<file path="config.mk">
export PLATFORM = sky130hd
export DESIGN_NAME = rps_device_flat
export DESIGN_NICKNAME = d
export VERILOG_FILES = /design/src/hdl/rps_pkg.sv /design/src/hdl/rps_jtag_if.sv /design/src/hdl/rps_device.sv /design/src/hdl/rps_sync2.sv /design/src/flat_wrapper.sv
export VERILOG_INCLUDE_DIRS = /design/src /design/src/hdl
export SDC_FILE = /design/constraint.sdc
export NUM_CORES = 1
export LEC_CHECK = 0
export BUFFER_PORTS_ARGS = -buffer_cell sky130_fd_sc_hd__buf_2
export CORE_MARGIN = 3
export CORE_UTILIZATION = 52
export DETAILED_ROUTE_END_ITERATION = 8
export GPL_ROUTABILITY_DRIVEN = 0
export PLACE_DENSITY_LB_ADDON = 0.3
export SLEW_MARGIN = 20
export SYNTH_ARGS = -nofsm -noshare
export SYNTH_HDL_FRONTEND = slang
export SYNTH_HIERARCHICAL = 1
export SYNTH_SLANG_ARGS = --single-unit
</file>
<file path="constraint.sdc">
create_clock -name ref_clk_in -period 2 [get_ports ref_clk_in]
set_input_delay 0.1 -clock ref_clk_in [delete_from_list [all_inputs] [get_ports ref_clk_in]]
set_output_delay 0.1 -clock ref_clk_in [all_outputs]
set_load 0.03 [all_outputs]
</file>
<file path="src/hdl/rps_params.svh">
`ifndef RPS_PARAMS_SVH
`define RPS_PARAMS_SVH
// Reset release windows, in system clocks
`define RPS_STAB_CYCLES 7'h40
`define RPS_PERIPH_CYCLES 7'h20
`define RPS_CORE_CYCLES 7'h20
// System control register fields
`define RPS_CTRL_W 4
`define RPS_CTRL_WAIT_DIS 0
`define RPS_CTRL_STOP_DIS 1
`define RPS_CTRL_PERM 2
`define RPS_CTRL_SW_RST 3
// Test access port instructions
`define RPS_IR_W 4
`define RPS_IR_IDCODE 4'h2
`define RPS_IR_DEBUG 4'h6
`define RPS_IR_LOCKOUT 4'h8
`define RPS_IR_BYPASS 4'hf
`define RPS_IR_CAPTURE 4'h1
`define RPS_DR_W 32
`define RPS_DIV_W 7
`define RPS_DIV_PRESCALE 6
`define RPS_DIV_COUNT 5:0
// Security field of the configuration bytes
`define RPS_SEC_FIELD 1:0
`define RPS_SEC_OPEN 2'h2
`define RPS_SEC_W 16
// Synchroniser width and reset level
`define RPS_SYNC_W 10
`define RPS_SYNC_RST 10'h3e0
// Debug host timing, in clocks and test clock ticks
`define RPS_H_HALF 2'h3
`define RPS_H_TRST_TICKS 4'h4
`define RPS_H_CHIP_RST_TICKS 4'h8
// Mode-select paths, first bit in the lsb
`define RPS_H_PATH_TO_IR 7'h06
`define RPS_H_LEN_TO_IR 4'h5
`define RPS_H_PATH_TO_DR 7'h03
`define RPS_H_LEN_TO_DR 4'h4
`define RPS_H_PATH_TO_IDLE 7'h01
`define RPS_H_LEN_TO_IDLE 4'h2
`define RPS_H_LEN_IR 4'h4
`define RPS_H_LEN_DR 4'h7
`endif

</file>
<file path="src/hdl/rps_pkg.sv">
package rps_pkg;
`include "rps_params.svh"
   typedef enum logic [1:0] {PWR_RUN, PWR_WAIT, PWR_STOP} rps_pwr_type;
   typedef enum logic [2:0] {RSQ_HOLD, RSQ_STAB, RSQ_PERIPH, RSQ_CORE, RSQ_RUN} rps_rseq_type;
   typedef enum logic [3:0] {
      TAP_RESET, TAP_IDLE, TAP_SEL_DR, TAP_CAP_DR, TAP_SHIFT_DR, TAP_EXIT1_DR,
      TAP_PAUSE_DR, TAP_EXIT2_DR, TAP_UPD_DR, TAP_SEL_IR, TAP_CAP_IR, TAP_SHIFT_IR,
      TAP_EXIT1_IR, TAP_PAUSE_IR, TAP_EXIT2_IR, TAP_UPD_IR
   } rps_tap_type;
   typedef enum logic [3:0] {
      H_IDLE, H_TRST, H_TO_IR, H_SHIFT_IR, H_TO_DR, H_SHIFT_DR, H_TO_IDLE, H_RTI,
      H_TRST_END, H_CHIP_RST
   } rps_hphase_type;

   typedef struct packed {
      rps_pwr_type pwr;
      rps_rseq_type rseq;
      logic [6:0] seq_cnt;
      logic wait_dis;
      logic stop_dis;
      logic perm;
      logic sw_rst;
      logic core_clk;
      logic periph_clk;
      logic wdog_clk;
      logic periph_rst;
      logic core_rst;
      logic secure;
      logic dbg_en;
      logic tck_q;
      rps_tap_type tap;
      logic [`RPS_IR_W-1:0] ir;
      logic [`RPS_IR_W-1:0] ir_sh;
      logic [`RPS_DR_W-1:0] dr_sh;
      logic [`RPS_DIV_W-1:0] div;
      logic div_ok;
      logic ovr_en;
      logic tdo;
      logic erase_start;
      logic erase_busy;
      logic erase_done;
   } rps_dev_type;

   typedef struct packed {
      rps_hphase_type ph;
      logic [1:0] div_cnt;
      logic tck;
      logic tms;
      logic tdi;
      logic trst_n;
      logic chip_rst_n;
      logic [`RPS_DIV_W-1:0] pat;
      logic [`RPS_DIV_W-1:0] dv;
      logic [3:0] cnt;
      logic busy;
      logic done;
   } rps_host_type;

   function automatic rps_tap_type rps_tap_next(input rps_tap_type st, input logic tms);
      case (st)
         TAP_RESET: rps_tap_next = tms ? TAP_RESET : TAP_IDLE;
         TAP_IDLE: rps_tap_next = tms ? TAP_SEL_DR : TAP_IDLE;
         TAP_SEL_DR: rps_tap_next = tms ? TAP_SEL_IR : TAP_CAP_DR;
         TAP_CAP_DR: rps_tap_next = tms ? TAP_EXIT1_DR : TAP_SHIFT_DR;
         TAP_SHIFT_DR: rps_tap_next = tms ? TAP_EXIT1_DR : TAP_SHIFT_DR;
         TAP_EXIT1_DR: rps_tap_next = tms ? TAP_UPD_DR : TAP_PAUSE_DR;
         TAP_PAUSE_DR: rps_tap_next = tms ? TAP_EXIT2_DR : TAP_PAUSE_DR;
         TAP_EXIT2_DR: rps_tap_next = tms ? TAP_UPD_DR : TAP_SHIFT_DR;
         TAP_UPD_DR: rps_tap_next = tms ? TAP_SEL_DR : TAP_IDLE;
         TAP_SEL_IR: rps_tap_next = tms ? TAP_RESET : TAP_CAP_IR;
         TAP_CAP_IR: rps_tap_next = tms ? TAP_EXIT1_IR : TAP_SHIFT_IR;
         TAP_SHIFT_IR: rps_tap_next = tms ? TAP_EXIT1_IR : TAP_SHIFT_IR;
         TAP_EXIT1_IR: rps_tap_next = tms ? TAP_UPD_IR : TAP_PAUSE_IR;
         TAP_PAUSE_IR: rps_tap_next = tms ? TAP_EXIT2_IR : TAP_PAUSE_IR;
         TAP_EXIT2_IR: rps_tap_next = tms ? TAP_UPD_IR : TAP_SHIFT_IR;
         default: rps_tap_next = tms ? TAP_SEL_DR : TAP_IDLE;
      endcase
   endfunction
endpackage

</file>
<file path="src/hdl/rps_jtag_if.sv">
`timescale 1ns/1ps
interface rps_jtag_if;
   logic tck;
   logic tms;
   logic tdi;
   logic tdo;
   logic trst_n;
   logic chip_reset_n;
   modport device (input tck, input tms, input tdi, input trst_n, input chip_reset_n,
      output tdo);
   modport host (output tck, output tms, output tdi, output trst_n, output chip_reset_n,
      input tdo);
endinterface

</file>
<file path="src/hdl/rps_device.sv">
// Notes on behaviour
// - Run mode keeps core and peripheral clocks
// - Wait stops core clocks; interrupt wakes
// - Stop exits only on listed wake events
// - Software turns PLL off before stop
// - Software disables sleep; permanent until reset
// - Four reset sources, two async, two sync
// - Low supply holds reset until stable
// - Falling supply declares reset at lowest detector
// - Release after 64, 32, 32 clocks
// - Reset release on rising system clock
// - Only watchdog has its own clock
// - Security taken from configuration bytes
// - Secure mode disables core debug port
// - Reset sets debug read block from bytes
// - Test access port active in both modes
// - Lockout recovery erases whole flash
// - Seven-bit register overrides flash divider
// - Host loads divider into valid band
// - Erase starts on entering run-test idle
// - Host resets test port and chip after
`timescale 1ns/1ps
`include "rps_params.svh"
module rps_device
   import rps_pkg::*;
#(
   parameter logic [`RPS_DR_W-1:0] ID_CODE = 32'h1234_5001 // Arbitrary value
) (
   input wire logic ref_clk_in,
   input wire logic rst_in,
   rps_jtag_if.device jtag,
   input wire logic por18_low_in,
   input wire logic core22_low_in,
   input wire logic io27_low_in,
   input wire logic nonclocked_irq_pin_in,
   input wire logic can_activity_in,
   input wire logic watchdog_reset_source_in,
   input wire logic irq_pending_in,
   input wire logic stop_insn_in,
   input wire logic wait_insn_in,
   input wire logic ctrl_wr_in,
   input wire logic [`RPS_CTRL_W-1:0] ctrl_data_in,
   input wire logic [`RPS_SEC_W-1:0] sec_bytes_in,
   input wire logic erase_done_in,
   output rps_pwr_type power_mode_out,
   output logic core_clk_en_out,
   output logic mem_clk_en_out,
   output logic periph_clk_en_out,
   output logic watchdog_clk_en_out,
   output logic periph_reset_out,
   output logic core_reset_out,
   output logic debug_read_block_out,
   output logic core_debug_port_en_out,
   output logic flash_div_override_en_out,
   output logic flash_prescale_by_eight_out,
   output logic [5:0] flash_divide_count_out,
   output logic mass_erase_start_out,
   output logic recovery_done_out
);
   localparam rps_dev_type DEV_RST = '{
      pwr: PWR_RUN, rseq: RSQ_HOLD, seq_cnt: '0, core_clk: 1'b1, periph_clk: 1'b1,
      wdog_clk: 1'b1, periph_rst: 1'b1, core_rst: 1'b1, secure: 1'b1, tap: TAP_RESET,
      ir: `RPS_IR_IDCODE, default: '0};

   rps_dev_type s_reg;
   rps_dev_type s_next;
   logic [`RPS_SYNC_W-1:0] sy;
   logic s_tck, s_tms, s_tdi, s_trst_n, s_chip_n, s_p18, s_c22, s_i27, s_irq, s_can;
   logic tck_rise, tck_fall, por_cond, rst_src;
   rps_tap_type tap_nx;

   // Pins and the test clock come from outside this clock domain
   rps_sync2 #(.W(`RPS_SYNC_W), .RST_VAL(`RPS_SYNC_RST)) u_sync (
      .ref_clk_in(ref_clk_in),
      .rst_in(rst_in),
      .d_in({jtag.trst_n, jtag.chip_reset_n, por18_low_in, core22_low_in, io27_low_in,
             nonclocked_irq_pin_in, can_activity_in, jtag.tck, jtag.tms, jtag.tdi}),
      .q_out(sy)
   );
   assign {s_trst_n, s_chip_n, s_p18, s_c22, s_i27, s_irq, s_can, s_tck, s_tms, s_tdi} = sy;

   assign tck_rise = s_tck & ~s_reg.tck_q;
   assign tck_fall = ~s_tck & s_reg.tck_q;
   assign tap_nx = rps_tap_next(s_reg.tap, s_tms);
   // Once released, only the lowest detector counts, so a slow fall does not chatter
   assign por_cond = (s_reg.rseq == RSQ_HOLD) ? (s_p18 | s_c22 | s_i27) : s_p18;
   assign rst_src = ~s_chip_n | por_cond | watchdog_reset_source_in | s_reg.sw_rst;

   always_comb begin
      s_next = s_reg;
      s_next.erase_start = 1'b0;
      s_next.tck_q = s_tck;
      if (rst_src) begin
         s_next.rseq = RSQ_HOLD;
         s_next.seq_cnt = '0;
         s_next.periph_rst = 1'b1;
         s_next.core_rst = 1'b1;
         s_next.pwr = PWR_RUN;
         s_next.wait_dis = 1'b0;
         s_next.stop_dis = 1'b0;
         s_next.perm = 1'b0;
         s_next.sw_rst = 1'b0;
         s_next.erase_done = 1'b0;
      end else begin
         case (s_reg.rseq)
            RSQ_HOLD: begin
               s_next.rseq = RSQ_STAB;
            end
            RSQ_STAB: begin
               s_next.seq_cnt = s_reg.seq_cnt + 7'h01;
               if (s_reg.seq_cnt == `RPS_STAB_CYCLES - 7'h01) begin
                  s_next.rseq = RSQ_PERIPH;
                  s_next.seq_cnt = '0;
                  s_next.periph_rst = 1'b0;
                  // Flash hands the core its read block as peripherals leave reset
                  s_next.secure = sec_bytes_in[`RPS_SEC_FIELD] != `RPS_SEC_OPEN;
               end
            end
            RSQ_PERIPH: begin
               s_next.seq_cnt = s_reg.seq_cnt + 7'h01;
               if (s_reg.seq_cnt == `RPS_PERIPH_CYCLES - 7'h01) begin
                  s_next.rseq = RSQ_CORE;
                  s_next.seq_cnt = '0;
               end
            end
            RSQ_CORE: begin
               s_next.seq_cnt = s_reg.seq_cnt + 7'h01;
               if (s_reg.seq_cnt == `RPS_CORE_CYCLES - 7'h01) begin
                  s_next.rseq = RSQ_RUN;
                  s_next.core_rst = 1'b0;
               end
            end
            default: begin
               if (ctrl_wr_in) begin
                  if (!s_reg.perm) begin
                     s_next.wait_dis = ctrl_data_in[`RPS_CTRL_WAIT_DIS];
                     s_next.stop_dis = ctrl_data_in[`RPS_CTRL_STOP_DIS];
                     s_next.perm = ctrl_data_in[`RPS_CTRL_PERM];
                  end
                  s_next.sw_rst = ctrl_data_in[`RPS_CTRL_SW_RST];
               end
               case (s_reg.pwr)
                  PWR_RUN: begin
                     if (stop_insn_in && !s_reg.stop_dis) begin
                        s_next.pwr = PWR_STOP;
                     end else if (wait_insn_in && !s_reg.wait_dis) begin
                        s_next.pwr = PWR_WAIT;
                     end
                  end
                  PWR_WAIT: begin
                     if (irq_pending_in) begin
                        s_next.pwr = PWR_RUN;
                     end
                  end
                  default: begin
                     // CAN wake follows the synchronised activity level; the frame that woke us is not received
                     if (s_can || s_irq) begin
                        s_next.pwr = PWR_RUN;
                     end
                  end
               endcase
            end
         endcase
      end
      s_next.core_clk = s_next.pwr == PWR_RUN;
      s_next.periph_clk = s_next.pwr != PWR_STOP;
      // Watchdog keeps its own clock in every mode
      s_next.wdog_clk = 1'b1;

      // Test port runs regardless of security and chip reset
      if (!s_trst_n) begin
         s_next.tap = TAP_RESET;
         s_next.ir = `RPS_IR_IDCODE;
      end else if (tck_rise) begin
         case (s_reg.tap)
            TAP_RESET: s_next.ir = `RPS_IR_IDCODE;
            TAP_CAP_IR: s_next.ir_sh = `RPS_IR_CAPTURE;
            TAP_SHIFT_IR: s_next.ir_sh = {s_tdi, s_reg.ir_sh[`RPS_IR_W-1:1]};
            TAP_UPD_IR: s_next.ir = s_reg.ir_sh;
            TAP_CAP_DR: begin
               if (s_reg.ir == `RPS_IR_IDCODE) begin
                  s_next.dr_sh = ID_CODE;
               end else if (s_reg.ir == `RPS_IR_LOCKOUT) begin
                  s_next.dr_sh = `RPS_DR_W'(s_reg.div);
               end else begin
                  s_next.dr_sh = '0;
               end
            end
            TAP_SHIFT_DR: begin
               if (s_reg.ir == `RPS_IR_IDCODE) begin
                  s_next.dr_sh = {s_tdi, s_reg.dr_sh[`RPS_DR_W-1:1]};
               end else if (s_reg.ir == `RPS_IR_LOCKOUT) begin
                  s_next.dr_sh = `RPS_DR_W'({s_tdi, s_reg.dr_sh[`RPS_DIV_W-1:1]});
               end else begin
                  s_next.dr_sh = `RPS_DR_W'(s_tdi);
               end
            end
            TAP_UPD_DR: begin
               if (s_reg.ir == `RPS_IR_LOCKOUT) begin
                  s_next.div = s_reg.dr_sh[`RPS_DIV_W-1:0];
                  s_next.div_ok = 1'b1;
               end
            end
            default: ;
         endcase
         s_next.tap = tap_nx;
         if (s_reg.tap == TAP_UPD_DR && tap_nx == TAP_IDLE && s_reg.ir == `RPS_IR_LOCKOUT
             && !s_reg.erase_busy) begin
            s_next.erase_start = 1'b1;
            s_next.erase_busy = 1'b1;
         end
      end else if (tck_fall) begin
         if (s_reg.tap == TAP_SHIFT_IR) begin
            s_next.tdo = s_reg.ir_sh[0];
         end else if (s_reg.tap == TAP_SHIFT_DR) begin
            s_next.tdo = s_reg.dr_sh[0];
         end else begin
            // Outside shifting show erase status, never a stale shift bit
            s_next.tdo = s_reg.erase_done;
         end
      end
      if (erase_done_in && s_reg.erase_busy) begin
         s_next.erase_busy = 1'b0;
         s_next.erase_done = 1'b1;
      end
      s_next.ovr_en = (s_next.ir == `RPS_IR_LOCKOUT) && s_next.div_ok;
      s_next.dbg_en = (s_next.ir == `RPS_IR_DEBUG) && !s_next.secure;
   end

   always_ff @(posedge ref_clk_in or posedge rst_in) begin
      if (rst_in) begin
         s_reg <= DEV_RST;
      end else begin
         s_reg <= s_next;
      end
   end

   assign jtag.tdo = s_reg.tdo;
   assign power_mode_out = s_reg.pwr;
   assign core_clk_en_out = s_reg.core_clk;
   assign mem_clk_en_out = s_reg.core_clk;
   assign periph_clk_en_out = s_reg.periph_clk;
   assign watchdog_clk_en_out = s_reg.wdog_clk;
   assign periph_reset_out = s_reg.periph_rst;
   assign core_reset_out = s_reg.core_rst;
   assign debug_read_block_out = s_reg.secure;
   assign core_debug_port_en_out = s_reg.dbg_en;
   assign flash_div_override_en_out = s_reg.ovr_en;
   assign flash_prescale_by_eight_out = s_reg.div[`RPS_DIV_PRESCALE];
   assign flash_divide_count_out = s_reg.div[`RPS_DIV_COUNT];
   assign mass_erase_start_out = s_reg.erase_start;
   assign recovery_done_out = s_reg.erase_done;
endmodule

</file>
<file path="src/hdl/rps_sync2.sv">
`timescale 1ns/1ps
module rps_sync2 #(
   parameter int W = 1,
   parameter logic [W-1:0] RST_VAL = '0
) (
   input wire logic ref_clk_in,
   input wire logic rst_in,
   input wire logic [W-1:0] d_in,
   output logic [W-1:0] q_out
);
   logic [W-1:0] meta_reg;

   always_ff @(posedge ref_clk_in or posedge rst_in) begin
      if (rst_in) begin
         meta_reg <= RST_VAL;
         q_out <= RST_VAL;
      end else begin
         meta_reg <= d_in;
         q_out <= meta_reg;
      end
   end
endmodule

</file>
<file path="src/flat_wrapper.sv">
// flat-port wrapper written by rule: the top's interface ports become plain ports
module rps_device_flat import rps_pkg::*;
#(
   parameter logic [`RPS_DR_W-1:0] ID_CODE = 32'h1234_5001                   
)
  (ref_clk_in, rst_in, por18_low_in, core22_low_in, io27_low_in, nonclocked_irq_pin_in, can_activity_in, watchdog_reset_source_in, irq_pending_in, stop_insn_in, wait_insn_in, ctrl_wr_in, ctrl_data_in, sec_bytes_in, erase_done_in, power_mode_out, core_clk_en_out, mem_clk_en_out, periph_clk_en_out, watchdog_clk_en_out, periph_reset_out, core_reset_out, debug_read_block_out, core_debug_port_en_out, flash_div_override_en_out, flash_prescale_by_eight_out, flash_divide_count_out, mass_erase_start_out, recovery_done_out, jtag_tck, jtag_tms, jtag_tdi, jtag_trst_n, jtag_chip_reset_n, jtag_tdo);
  rps_jtag_if jtag_i ();
  input wire logic ref_clk_in;
  input wire logic rst_in;
  input wire logic por18_low_in;
  input wire logic core22_low_in;
  input wire logic io27_low_in;
  input wire logic nonclocked_irq_pin_in;
  input wire logic can_activity_in;
  input wire logic watchdog_reset_source_in;
  input wire logic irq_pending_in;
  input wire logic stop_insn_in;
  input wire logic wait_insn_in;
  input wire logic ctrl_wr_in;
  input wire logic [`RPS_CTRL_W-1:0] ctrl_data_in;
  input wire logic [`RPS_SEC_W-1:0] sec_bytes_in;
  input wire logic erase_done_in;
  output rps_pwr_type power_mode_out;
  output logic core_clk_en_out;
  output logic mem_clk_en_out;
  output logic periph_clk_en_out;
  output logic watchdog_clk_en_out;
  output logic periph_reset_out;
  output logic core_reset_out;
  output logic debug_read_block_out;
  output logic core_debug_port_en_out;
  output logic flash_div_override_en_out;
  output logic flash_prescale_by_eight_out;
  output logic [5:0] flash_divide_count_out;
  output logic mass_erase_start_out;
  output logic recovery_done_out;
  input wire logic [$bits(jtag_i.tck)-1:0] jtag_tck;
  input wire logic [$bits(jtag_i.tms)-1:0] jtag_tms;
  input wire logic [$bits(jtag_i.tdi)-1:0] jtag_tdi;
  input wire logic [$bits(jtag_i.trst_n)-1:0] jtag_trst_n;
  input wire logic [$bits(jtag_i.chip_reset_n)-1:0] jtag_chip_reset_n;
  output wire logic [$bits(jtag_i.tdo)-1:0] jtag_tdo;
  assign jtag_i.tck = jtag_tck;
  assign jtag_i.tms = jtag_tms;
  assign jtag_i.tdi = jtag_tdi;
  assign jtag_i.trst_n = jtag_trst_n;
  assign jtag_i.chip_reset_n = jtag_chip_reset_n;
  assign jtag_tdo = jtag_i.tdo;
  rps_device #(.ID_CODE(ID_CODE)) u_core (.ref_clk_in(ref_clk_in), .rst_in(rst_in), .jtag(jtag_i), .por18_low_in(por18_low_in), .core22_low_in(core22_low_in), .io27_low_in(io27_low_in), .nonclocked_irq_pin_in(nonclocked_irq_pin_in), .can_activity_in(can_activity_in), .watchdog_reset_source_in(watchdog_reset_source_in), .irq_pending_in(irq_pending_in), .stop_insn_in(stop_insn_in), .wait_insn_in(wait_insn_in), .ctrl_wr_in(ctrl_wr_in), .ctrl_data_in(ctrl_data_in), .sec_bytes_in(sec_bytes_in), .erase_done_in(erase_done_in), .power_mode_out(power_mode_out), .core_clk_en_out(core_clk_en_out), .mem_clk_en_out(mem_clk_en_out), .periph_clk_en_out(periph_clk_en_out), .watchdog_clk_en_out(watchdog_clk_en_out), .periph_reset_out(periph_reset_out), .core_reset_out(core_reset_out), .debug_read_block_out(debug_read_block_out), .core_debug_port_en_out(core_debug_port_en_out), .flash_div_override_en_out(flash_div_override_en_out), .flash_prescale_by_eight_out(flash_prescale_by_eight_out), .flash_divide_count_out(flash_divide_count_out), .mass_erase_start_out(mass_erase_start_out), .recovery_done_out(recovery_done_out));
endmodule
</file>
Word level (Yosys, flattened, before mapping)
Index checks and enable logic that the tools add are counted.
Word-level totals
  bits in registers: 100
  input bits: 38
  output and inout bits: 21
  logic and storage cells: 171
Operators by class
  $add $sub $neg: 1
  equal/unequal tests: 33
  multiplexer cells: 56
  bitwise logic cells: 11
  reductions and logical operators: 43
Operator list (number)
  $pmux 32 s2: 1
  $mux 52: 1
  $pmux 4 s11: 1
  $eq 4x4->1 const B: 10
  $mux 32: 1
  $mux 29: 1
  $mux 2: 13
  $mux 4: 6
  $mux 8: 3
  $reduce_bool 2->1: 11
  $pmux 7 s3: 1
  $eq 4x3->1 const B: 5
  $mux 10: 2
  $mux 16: 1
  $pmux 4 s2: 2
  $mux 1: 15
  $reduce_and 3->1: 5
  $mux 7: 2
  $eq 4x2->1 const B: 3
  $mux 3: 4
  $pmux 3 s4: 1
  $ne 3x1->1 const B: 3
  $logic_and 1x1->1: 8
  $reduce_and 4->1: 2
  other kinds (23): 42

Depth between registers and ports, before layout
Gate-level depths: netlist of run 1.
  depth in word-level cells: 11
  gate-level depth with buffers: 7
  depth with buffers taken out: 6

Modules after synthesis
Netlist of run 1, hierarchy kept.
By module, submodules not included
  rps_device: instances 1, cells each 377, area each 3932.5 sq um, sequential area each 2009.4 sq um
  rps_sync2: instances 1, cells each 21, area each 516.7 sq um, sequential area each 513.0 sq um

Worst setup path after synthesis of run 1
No wires, ideal clock.
  path type: register to register
  start: register u_core/s_reg[54] in the netlist's numbering
  end: register u_core/s_reg[19] in the netlist's numbering
  library setup time: 0.125 ns
  data arrival time: 1.512 ns
  data required time: 1.875 ns
  slack: 0.363 ns
  stages on the path, launching flop included: 8
  path buffers: 2
  clock period less this slack: 1.637 ns
  cell sequence: dfrtp_1 -> buf_2 -> or4b_4 -> buf_6 -> nand2_1 -> a21oi_1 -> a31oi_1 -> o31ai_2
Between the ends
  cells in the longest elaborated chain, start to end: 3
  elaborated cells on any way between the ends: 5
  classes of those cells: 2 x eq/ne; 1 x mux; 2 x reduce/logical
RTL lines
  start: declaration: line rps_device.sv:65  | rps_dev_type s_reg;
  start signal: assignment: line rps_device.sv:234  | s_reg <= s_next;
  $eq 4x2->1 or $eq 4x3->1 (tied branches): line rps_device.sv:175  | case (s_reg.tap)
  $reduce_bool 2->1 (no line)
  $reduce_and 3->1 (no line)
Parallel ways exist; a longest one is shown, timed or not.
A chain may end at the register's enable or synchronous reset.

==> results of run 1 <==
-- routing by layer --
| layer | track usage | vias to the layer above | wire [microns] |
|---|---|---|---|
| met5 | 0 | - | 0 |
| met4 | 0.0536 | 0 | 79 |
| met3 | 0.0524 | 7 | 304 |
| met2 | 0.296 | 62 | 4150 |
| met1 | 0.251 | 1591 | 3990 |
| li1 | - | 1522 | - |
-- worst max-delay path: stages (launching register included) --
cell	delay, ns
dfstp_2	0.53
nor4b_4	0.38
o41ai_2	0.17
buf_4	0.22
a311oi_2	0.26
o21ba_1	0.20
-- cell families (layout without fill, tap and decap cells) --
| logic type | after synthesis | after routing | synth area share |
|---|---|---|---|
| flip-flops | 100 | 100 | 0.567 |
| buffers and inverters | 46 | 100 | 0.0557 |
| other | 1 | 1 | 0.000843 |
| AO/OA/AOI/OAI | 116 | 116 | 0.175 |
| multiplexers | 9 | 9 | 0.0225 |
| adder cells (fa/ha/maj) | 1 | 1 | 0.00281 |
| XOR/XNOR | 4 | 4 | 0.00788 |
| AND/OR/NAND/NOR | 121 | 121 | 0.169 |
-- repair_timing --
item,4_1_cts,5_1_grt
setup endpoints to repair,0,1
hold endpoints to repair,99,0
resized for setup,0,1
hold buffers,16,0
-- cells in the final DEF (no fill, tap or decap), types with 3 or more instances in the layout --
master,count
a22oi_1,8
nor3_1,7
o22ai_1,4
nand3b_1,3
nand2b_1,8
xor2_1,3
nand2_1,37
a21o_1,3
a22o_1,19
a31oi_1,6
clkinvlp_4,4
nor2_1,24
buf_4,10
o21ai_0,26
inv_1,11
o21ai_1,15
a21oi_1,17
dfstp_2,16
clkbuf_8,10
nor4b_2,3
and3_1,3
nor4b_4,3
buf_2,43
nor2b_1,4
buf_12,3
mux2_2,7
nand3_1,6
dlygate4sd3_1,16
dfrtp_1,84
-- power by group --
| part | leakage, nW | internal [mW] | switching (mW) |
|---|---|---|---|
| logic | 0.881 | 0.0894 | 0.118 |
| clock network | 0.0820 | 0.489 | 0.683 |
| registers | 1.31 | 2.08 | 0.0394 |
-- metrics by stage --
step	cells	power (mW)
2_1_floorplan	398	2.27
3_3_place_gp	525	2.34
3_5_place_dp	525	2.34
4_1_cts	557	3.54
5_1_grt	557	3.66
6_report	557	3.50
-- cell type report --
cell class / instances / area (sq um) / share of cell area
clock buffer: 11 / 141 / 0.0278
clock inverter: 5 / 36.3 / 0.00714
inverter: 12 / 48.8 / 0.00961
multi-input combinational: 252 / 1690 / 0.332
sequential: 100 / 2520 / 0.497
tap: 105 / 131 / 0.0259
timing repair buffer: 72 / 510 / 0.101
-- synth_stat cells (3+ instances only) --
library cell  number  area share
xor2_1             3      0.0059
nor4b_2            3       0.010
nand3_1            6      0.0067
o21ai_0           26       0.029
a22o_1            19       0.037
a21o_1             3      0.0051
a21oi_1           17       0.019
nor3_1             7      0.0079
nor2_1            24       0.020
mux2_2             7       0.018
nand2b_1           8       0.011
nand2_1           37       0.031
buf_2             12       0.013
nand3b_1           3      0.0051
a22oi_1            8       0.013
dfrtp_1           84        0.47
dfstp_2           16       0.094
nor4b_4            3       0.016
and3_1             3      0.0042
clkbuf_1           7      0.0059
inv_1             12       0.010
o22ai_1            4      0.0056
a31oi_1            6      0.0084
buf_4             12       0.020
o21ai_1           15       0.017
nor2b_1            4      0.0056
-- final timing paths --
check / startpoint / end / slack [ns] / cells after the start
setup / recovery: u_core/u_sync/q_out[8] / u_core/core_clk_en_out / 0.18 / 5
max in group asynchronous: rst_in / u_core/u_sync/q_out[0] / 1.15 / 3
hold / removal: ctrl_wr_in / u_core/s_reg[66] / 0.05 / 3
min in group asynchronous: rst_in / u_core/s_reg[47] / 0.40 / 4
hold reg to reg: u_core/u_sync/meta_reg[2] / u_core/u_sync/q_out[2] / 0.36 / 0
setup reg to reg: u_core/u_sync/q_out[8] / u_core/core_clk_en_out / 0.18 / 5
==> results by group, run 1 <==
Pwr
  • Leak Pwr: approximately 2.3 nW
  • Cell Pwr Density: roughly 690 mW/mm^2
  • Maximum vdd drop: 0.443 mV

Global route
  • First-pass GRT wire length: between 10 and 15 mm
  • GR Overflow Total: 0
  • GRT Util Overall: 0.186
  • Number of global-route vias before repair: around 3.2k
  • Largest net degree at the start of global routing: 81
  • Initial antenna violation count: 0

Timing
  • Fmax: 550 MHz
  • RSZ-0062 raised after global routing: no
  • Worst-Margin Slew: approximately 0.7 ns
  • Post-layout worst setup margin: about 0.18 ns
  • Clk_skew: 0.00900 ns
  • Final Hold Fails: 0
  • Final setup violation count: 0
  • Max Slew Vio Count: 0
  • Post-layout minimum cycle time: about 1.8 ns
  • Part of the cycle the worst path needs: 0.909
  • Setup TNS: 0 ns
  • WHS: around 0.051 ns
  • Slew HR: 0.532

Routing
  • Pre-antenna DRT Iters: 4
  • DRC violations left: 0
  • DRT antenna net count: 0
  • WL final: 8.53 mm
  • DR vias: 3,182
  • DR iter-0 viols: roughly 170
  • WL/cell: 15.3 microns
  • Vias per cell: between 5 and 6

Logic synthesis
  • Avg Cell Area, Syn: roughly 11 sq um
  • FFs w/ async S/R, synth: 1.00
  • Synth Register Bits: 100
  • Top FF cell, synth: dfrtp_1
  • Syn Inst Count: 398
  • Post-synth EDFFs: 0
  • Mapped Area: ~0.0044 sq mm
  • Syn Nets: ~440
  • Sequential area share after synthesis: 0.567
  • Yosys warns: 6
  • Post-synth cell types: between 60 and 70

Floorplan
  • Row Count: 33
  • Initial Utilization: 0.539
  • Die H: ~100 microns
  • Die W: around 100 microns
  • DIE AREA: 0.00970 sq mm
  • Core box area: just over 0.008 sq mm
  • I/O pins: 59

Cells and area
  • Post-route cell area: 0.00508 sq mm
  • Nets@finish: 486
  • Number of fill cells: 665
  • Largest register FFs: 61
  • Fraction of layout cells with a size suffix above 1: 0.252
  • Layout Utilization: 0.615
  • ANT cells: 0
  • P&R area growth vs syn: 14.1%

Status
  • Status: finished, final reports clean

Critical path
  • Worst Path Class, Setup: reg -> reg
  • WP data arrival: between 2 and 2.5 ns
  • Worst-path fanout max: 13
  • Data required, critical path: ~2.3 ns
  • Crit start category: register
  • Setup crit end kind: register

Clock tree
  • Root Driver: clkbuf_8
  • # H-tree levels: 3
  • Num CTS Buffers: 9
  • Longest Clk Path Bufs: 2
  • Post-CTS setup buffer count: 0
  • CTS tree: built
  • CTS clk-pin slew, worst paths: approximately 0.09 ns
  • Clk_lat worst skew: approximately 0.36 ns
  • CTS Sinks: 100

Placement
  • Post-DP HPWL: 5.66 mm
  • Port Buf Inserts: 43
  • Worst slack, placed: 0.156 ns
  • Placed Area: 0.00473 sq mm

Worst hold path
  • Worst hold path class: in -> reg

Flow run
  • Max cap viols: 0
(Power assumes the default switching activity.)
==> run 2, diff against run 1 <==
ABC_AREA = 1   (was not set)
CORE_UTILIZATION = 57   (was 52)
clock period = 1.9 ns   (was 2 ns; I/O delays follow)
==> results by group, run 2 <==
Critical path
  • Worst r2r path cells: 7
  • Worst path max stage delay: roughly 0.58 ns
  • Worst R2R End: u_core/s_reg[19]
  • Worst Path Class, Setup: reg -> reg
  • Critical path depth in cells: 7
  • Critical-path cell list: inv_2 > nor2_8 > inv_2 > nor2_8 > buf_4 > nand3_1 > o22ai_1
  • Top Family by Delay on Critical Path: flip-flops
  • Data required, critical path: around 2.2 ns
  • Worst r2r src: u_core/u_sync/q_out[9]
  • WP data arrival: 2.00 ns
  • Buffers & Inverters on Critical Path: 3
  • Worst-path fanout max: 14
  • Crit start category: register
  • Setup crit end kind: register
  • Reg2reg setup slack: between 0.15 and 0.2 ns
  • Slowest stage cell, crit path: dfstp_2

Timing
  • RSZ-0062 raised after global routing: no
  • Post-layout minimum cycle time: ~1.7 ns
  • Clk_skew: between 0.01 and 0.015 ns
  • Part of the cycle the worst path needs: 0.902
  • Fmax: between 500 and 600 MHz
  • Slew HR: 0.531
  • Max Slew Vio Count: 0
  • Final Hold Fails: 0
  • Worst-Margin Slew: between 0.7 and 0.8 ns
  • WHS: 0.0350 ns
  • Setup TNS: 0 ns
  • Final setup violation count: 0

Cells and area
  • Fraction of layout cells with a size suffix above 1: 0.194
  • ANT cells: 0
  • Nets@finish: approximately 620
  • P&R area growth vs syn: 14.1%
  • Commonest cells after routing, fill and taps aside: nand2_1, dfrtp_1, inv_1
  • Post-route cell area: between 0.005 and 0.006 sq mm
  • Largest register FFs: a little over 60
  • Final std cells w/o fill: between 600 and 700
  • Leading cell type in the layout, fill and taps excluded: nand2_1

Global route
  • Busiest grt layer: met2
  • Global Route met1 Usage: 0.288
  • M2 GR Usage: 0.356
  • GRT Util Overall: 0.221
  • Initial antenna violation count: 0
  • First-pass GRT wire length: approximately 16 mm
  • M3 GR Usage: 0.0481
  • GR Overflow Total: 0
  • Largest net degree at the start of global routing: between 80 and 90
  • Number of global-route vias before repair: 3,498

Logic synthesis
  • Syn Nets: around 560
  • Sequential area share after synthesis: 0.554
  • Largest cells by area after synthesis: dfrtp_1, dfstp_2, nand2_1, inv_1, nand3_1
  • Synth Register Bits: 100
  • Top-area cell type share of the netlist area: 0.462
  • Syn Inst Count: roughly 520
  • Post-synth cell types: 35
  • Post-synth EDFFs: 0
  • Most common cell in the synthesized netlist: nand2_1
  • Synth top cells by count: nand2_1, dfrtp_1, inv_1
  • Top FF cell, synth: dfrtp_1
  • Yosys warns: 6
  • Mapped Area: about 0.0046 sq mm
  • Avg Cell Area, Syn: between 8 and 9 sq um
  • Synth area leader: dfrtp_1
  • FFs w/ async S/R, synth: 1.00

Flow run
  • Max cap viols: 0

Clock tree
  • CTS Sinks: 100
  • Num CTS Buffers: 9
  • # H-tree levels: 3
  • Clk_lat worst skew: between 0.3 and 0.4 ns
  • Root Driver: clkbuf_8
  • Post-CTS setup buffer count: 0
  • CTS clk-pin slew, worst paths: ~0.10 ns
  • Longest Clk Path Bufs: 2
  • CTS tree: built

Worst hold path
  • Worst hold path class: in -> reg
  • WHS Endpoint: u_core/s_reg[66]
  • Min-delay src: ctrl_wr_in
  • Hold path cells: 3

Pwr
  • Leak Pwr: roughly 2.6 nW
  • Total power: 3.89 mW
  • Cell Pwr Density: around 750 mW/mm^2
  • Maximum vdd drop: approximately 0.60 mV

Routing
  • DR iter-0 viols: 241
  • WL final: 9.09 mm
  • DRT antenna net count: 0
  • Vias per cell: around 5.3
  • Pre-antenna DRT Iters: 5
  • DRC violations left: 0
  • WL/cell: 13.4 microns
  • DR vias: about 3.6k

Floorplan
  • Row Count: 31
  • DIE AREA: between 0.009 and 0.01 sq mm
  • Initial Utilization: 0.608
  • Die W: around 95 microns
  • Die H: roughly 95 microns
  • I/O pins: 59
  • Core box area: 0.00749 sq mm

Status
  • Status: finished, final reports clean

Placement
  • Port Buf Inserts: 43
  • Placed Area: 0.00480 sq mm
  • Placed cells: approximately 650
  • Post-DP HPWL: 6.17 mm
-- run 2: tightest hold or removal path, stage by stage --
cell and delay [ns]:
buf_2 0.12, nand3_1 0.08, a21oi_1 0.06
-- run 2: metal layers --
layer,vias up,routed length (microns)
li1,1764,-
met1,1705,4030
met2,127,4350
met3,15,579
met4,0,136
met5,-,0
-- run 2: final cells by class --
| class | instances | area, sq um |
|---|---|---|
| inverter | 90 | 342 |
| clock inverter | 6 | 95.1 |
| clock buffer | 10 | 128 |
| timing repair buffer | 67 | 450 |
| tap | 99 | 124 |
| fill | 588 | 2290 |
| sequential | 100 | 2520 |
| multi-input combinational | 308 | 1530 |
-- run 2: report_power, final --
| part | total, mW | internal, mW | switching, mW | leakage [nW] |
|---|---|---|---|---|
| Combinational | 0.192 | 0.0705 | 0.121 | 1.15 |
| Sequential | 2.19 | 2.17 | 0.0210 | 1.31 |
| Clock | 1.50 | 0.756 | 0.748 | 0.105 |
-- run 2: timing repair --
item / in CTS / in global routing
hold buffers: 17 / 0
hold endpoints to repair: 100 / 0
gates resized for setup: 0 / 0
-- run 2: logic make-up after synthesis --
logic type	synth area share
and+or+nand+nor	0.228
buffers and inverters	0.109
DFF	0.554
AOI/OAI and AO/OA	0.104
adders and majority gates	0.00275
other	0.000824
-- run 2: per-stage QoR --
step,setup slack [ns],utilization
after floorplan,0.494,-
after global placement,0.276,0.641
after detailed placement,0.212,0.641
after CTS,0.187,0.693
after global routing,0.0673,0.693
final,0.187,0.693
-- run 2: how the worst max path moves through the flow --
stage	slack, ns	endpoint	start
after floorplan	0.49	u_core/s_reg[13]	u_core/u_sync/q_out[9]
after global placement	0.28	u_core/s_reg[19]	u_core/u_sync/q_out[9]
after detailed placement	0.21	u_core/s_reg[19]	u_core/u_sync/q_out[9]
after CTS	0.19	u_core/s_reg[19]	u_core/u_sync/q_out[9]
after global routing	0.07	u_core/s_reg[25]	u_core/u_sync/q_out[9]
final	0.19	u_core/s_reg[19]	u_core/u_sync/q_out[9]
==> run 3, diff against run 2 <==
GPL_ROUTABILITY_DRIVEN = not set   (was 0)
PLACE_DENSITY = 0.79   (was not set)
PLACE_DENSITY_LB_ADDON = not set   (was 0.3)
clock period = 1.8 ns   (was 1.9 ns; I/O delays follow)
==> results by group, run 3 (synthesized netlist as in run 2, its figures left out) <==
Placement
  • Port Buf Inserts: 43
  • Placed cells: approximately 650
  • Placed Area: 0.00484 sq mm
  • GP Congestion: 0.902
  • Worst slack, placed: between 0.1 and 0.15 ns
  • Post-DP HPWL: between 6 and 7 mm

Timing
  • Part of the cycle the worst path needs: 0.933
  • Clk_skew: 0.0117 ns
  • Final Hold Fails: 0
  • Post-layout worst setup margin: around 0.12 ns
  • RSZ-0062 raised after global routing: no
  • Fmax: approximately 600 MHz
  • Worst-Margin Slew: a little over 0.7 ns
  • Setup TNS: 0 ns
  • WHS: 0.0264 ns
  • Post-layout minimum cycle time: 1.68 ns
  • Final setup violation count: 0
  • Max Slew Vio Count: 0
  • Slew HR: 0.519

Clock tree
  • Root Driver: clkbuf_8
  • Post-CTS setup buffer count: 0
  • Longest Clk Path Bufs: 2
  • # H-tree levels: 3
  • CTS tree: built
  • CTS Sinks: 100
  • Clk_lat worst skew: around 0.36 ns
  • Num CTS Buffers: 9
  • CTS clk-pin slew, worst paths: 0.10 ns

Critical path
  • Worst r2r path cells: 7
  • Data required, critical path: between 2 and 2.5 ns
  • Critical-path cell list: inv_2 > nor2_8 > inv_2 > nor2_8 > buf_12 > nor2_1 > a31oi_1
  • Crit path from: u_core/u_sync/q_out[9]
  • Setup crit end kind: register
  • Worst-path fanout max: 23
  • Worst r2r src: u_core/u_sync/q_out[9]
  • Buffers & Inverters on Critical Path: 3
  • Worst R2R End: u_core/s_reg[13]
  • Slowest stage cell, crit path: dfstp_2
  • Worst Path Class, Setup: reg -> reg
  • Worst setup path endpoint: u_core/s_reg[13]
  • Critical path depth in cells: 7
  • Worst path max stage delay: slightly below 0.6 ns
  • Reg2reg setup slack: 0.12 ns
  • Top Family by Delay on Critical Path: flip-flops
  • WP data arrival: approximately 1.9 ns
  • Crit start category: register

Pwr
  • Leak Pwr: roughly 2.6 nW
  • Maximum vdd drop: roughly 0.53 mV
  • Cell Pwr Density: ~760 mW/mm^2
  • Total power: between 3 and 4 mW

Global route
  • GR Overflow Total: 0
  • Largest net degree at the start of global routing: 37
  • First-pass GRT wire length: ~16 mm
  • GRT Util Overall: 0.219
  • Initial antenna violation count: 0
  • Number of global-route vias before repair: about 3.4k

Cells and area
  • Final std cells w/o fill: between 600 and 700
  • P&R area growth vs syn: 14.3%
  • ANT cells: 0
  • Fraction of layout cells with a size suffix above 1: 0.201
  • Leading cell type in the layout, fill and taps excluded: nand2_1
  • Largest register FFs: 61
  • Nets@finish: ~600
  • Layout Utilization: 0.695
  • Post-route cell area: between 0.005 and 0.006 sq mm
  • Commonest cells after routing, fill and taps aside: nand2_1, inv_1, dfrtp_1

Routing
  • WL/cell: 13.3 microns
  • WL final: about 9.1 mm
  • DR vias: 3,582
  • DRT antenna net count: 0
  • DRC violations left: 0
  • Vias per cell: around 5.3
  • Pre-antenna DRT Iters: 6
  • DR iter-0 viols: 172

Status
  • Status: finished, final reports clean

Floorplan
  • DIE AREA: approximately 0.0091 sq mm
  • Row Count: 31
  • Core box area: approximately 0.0075 sq mm
  • I/O pins: 59
  • Initial Utilization: 0.608
  • Die W: 95.4 microns
  • Die H: about 95 microns

Worst hold path
  • Worst hold path class: in -> reg

Flow run
  • Max cap viols: 0
==> run 3: tightest hold or removal path: stages <==
cell and delay [ns]:
buf_2 0.13, nand3_1 0.10, nor2_1 0.05
==> run 3: power breakdown <==
part           internal (mW)  total, mW  switching [mW]
sequential              2.29       2.31          0.0215
clock                  0.660       1.44           0.777
combinational         0.0797      0.208           0.128
total                   3.03       3.96           0.926
==> run 3: cell type report <==
class / instances / area, sq um
repair buffers: 68 / 480
inverters: 90 / 342
clock inverters: 6 / 73.8
flip-flops and latches: 100 / 2520
multi-input cells: 308 / 1530
clock buffers: 10 / 128
well taps: 99 / 124
fillers: 582 / 2280
==> run 3: worst min-delay path by stage <==
| stage | start | endpoint | slack [ns] | cells past startpoint |
|---|---|---|---|---|
| 2_1_floorplan | rst_in | u_core/u_sync/meta_reg[0] | 0.05 | 1 |
| 3_3_place_gp | io27_low_in | u_core/u_sync/meta_reg[5] | 0.20 | 1 |
| 3_5_place_dp | io27_low_in | u_core/u_sync/meta_reg[5] | 0.20 | 1 |
| 4_1_cts | ctrl_wr_in | u_core/s_reg[66] | 0.005 | 3 |
| 5_1_grt | ctrl_wr_in | u_core/s_reg[65] | 0.03 | 3 |
| 6_report | ctrl_wr_in | u_core/s_reg[65] | 0.03 | 3 |
==> run 3: what timing repair did <==
action	in CTS	in global routing
setup endpoints to repair	0	8
gates resized for setup	0	2
endpoints found under the hold margin	46	0
hold buffers	16	0
==> run 3: metal layers <==
layer | wire length, microns | track usage | up-vias | share of wire
met5 | 0 | 0 | - | 0
met1 | 4010 | 0.291 | 1691 | 0.44
met3 | 476 | 0.0592 | 14 | 0.052
met4 | 99 | 0.0613 | 0 | 0.011
met2 | 4500 | 0.356 | 112 | 0.49
li1 | - | - | 1765 | -
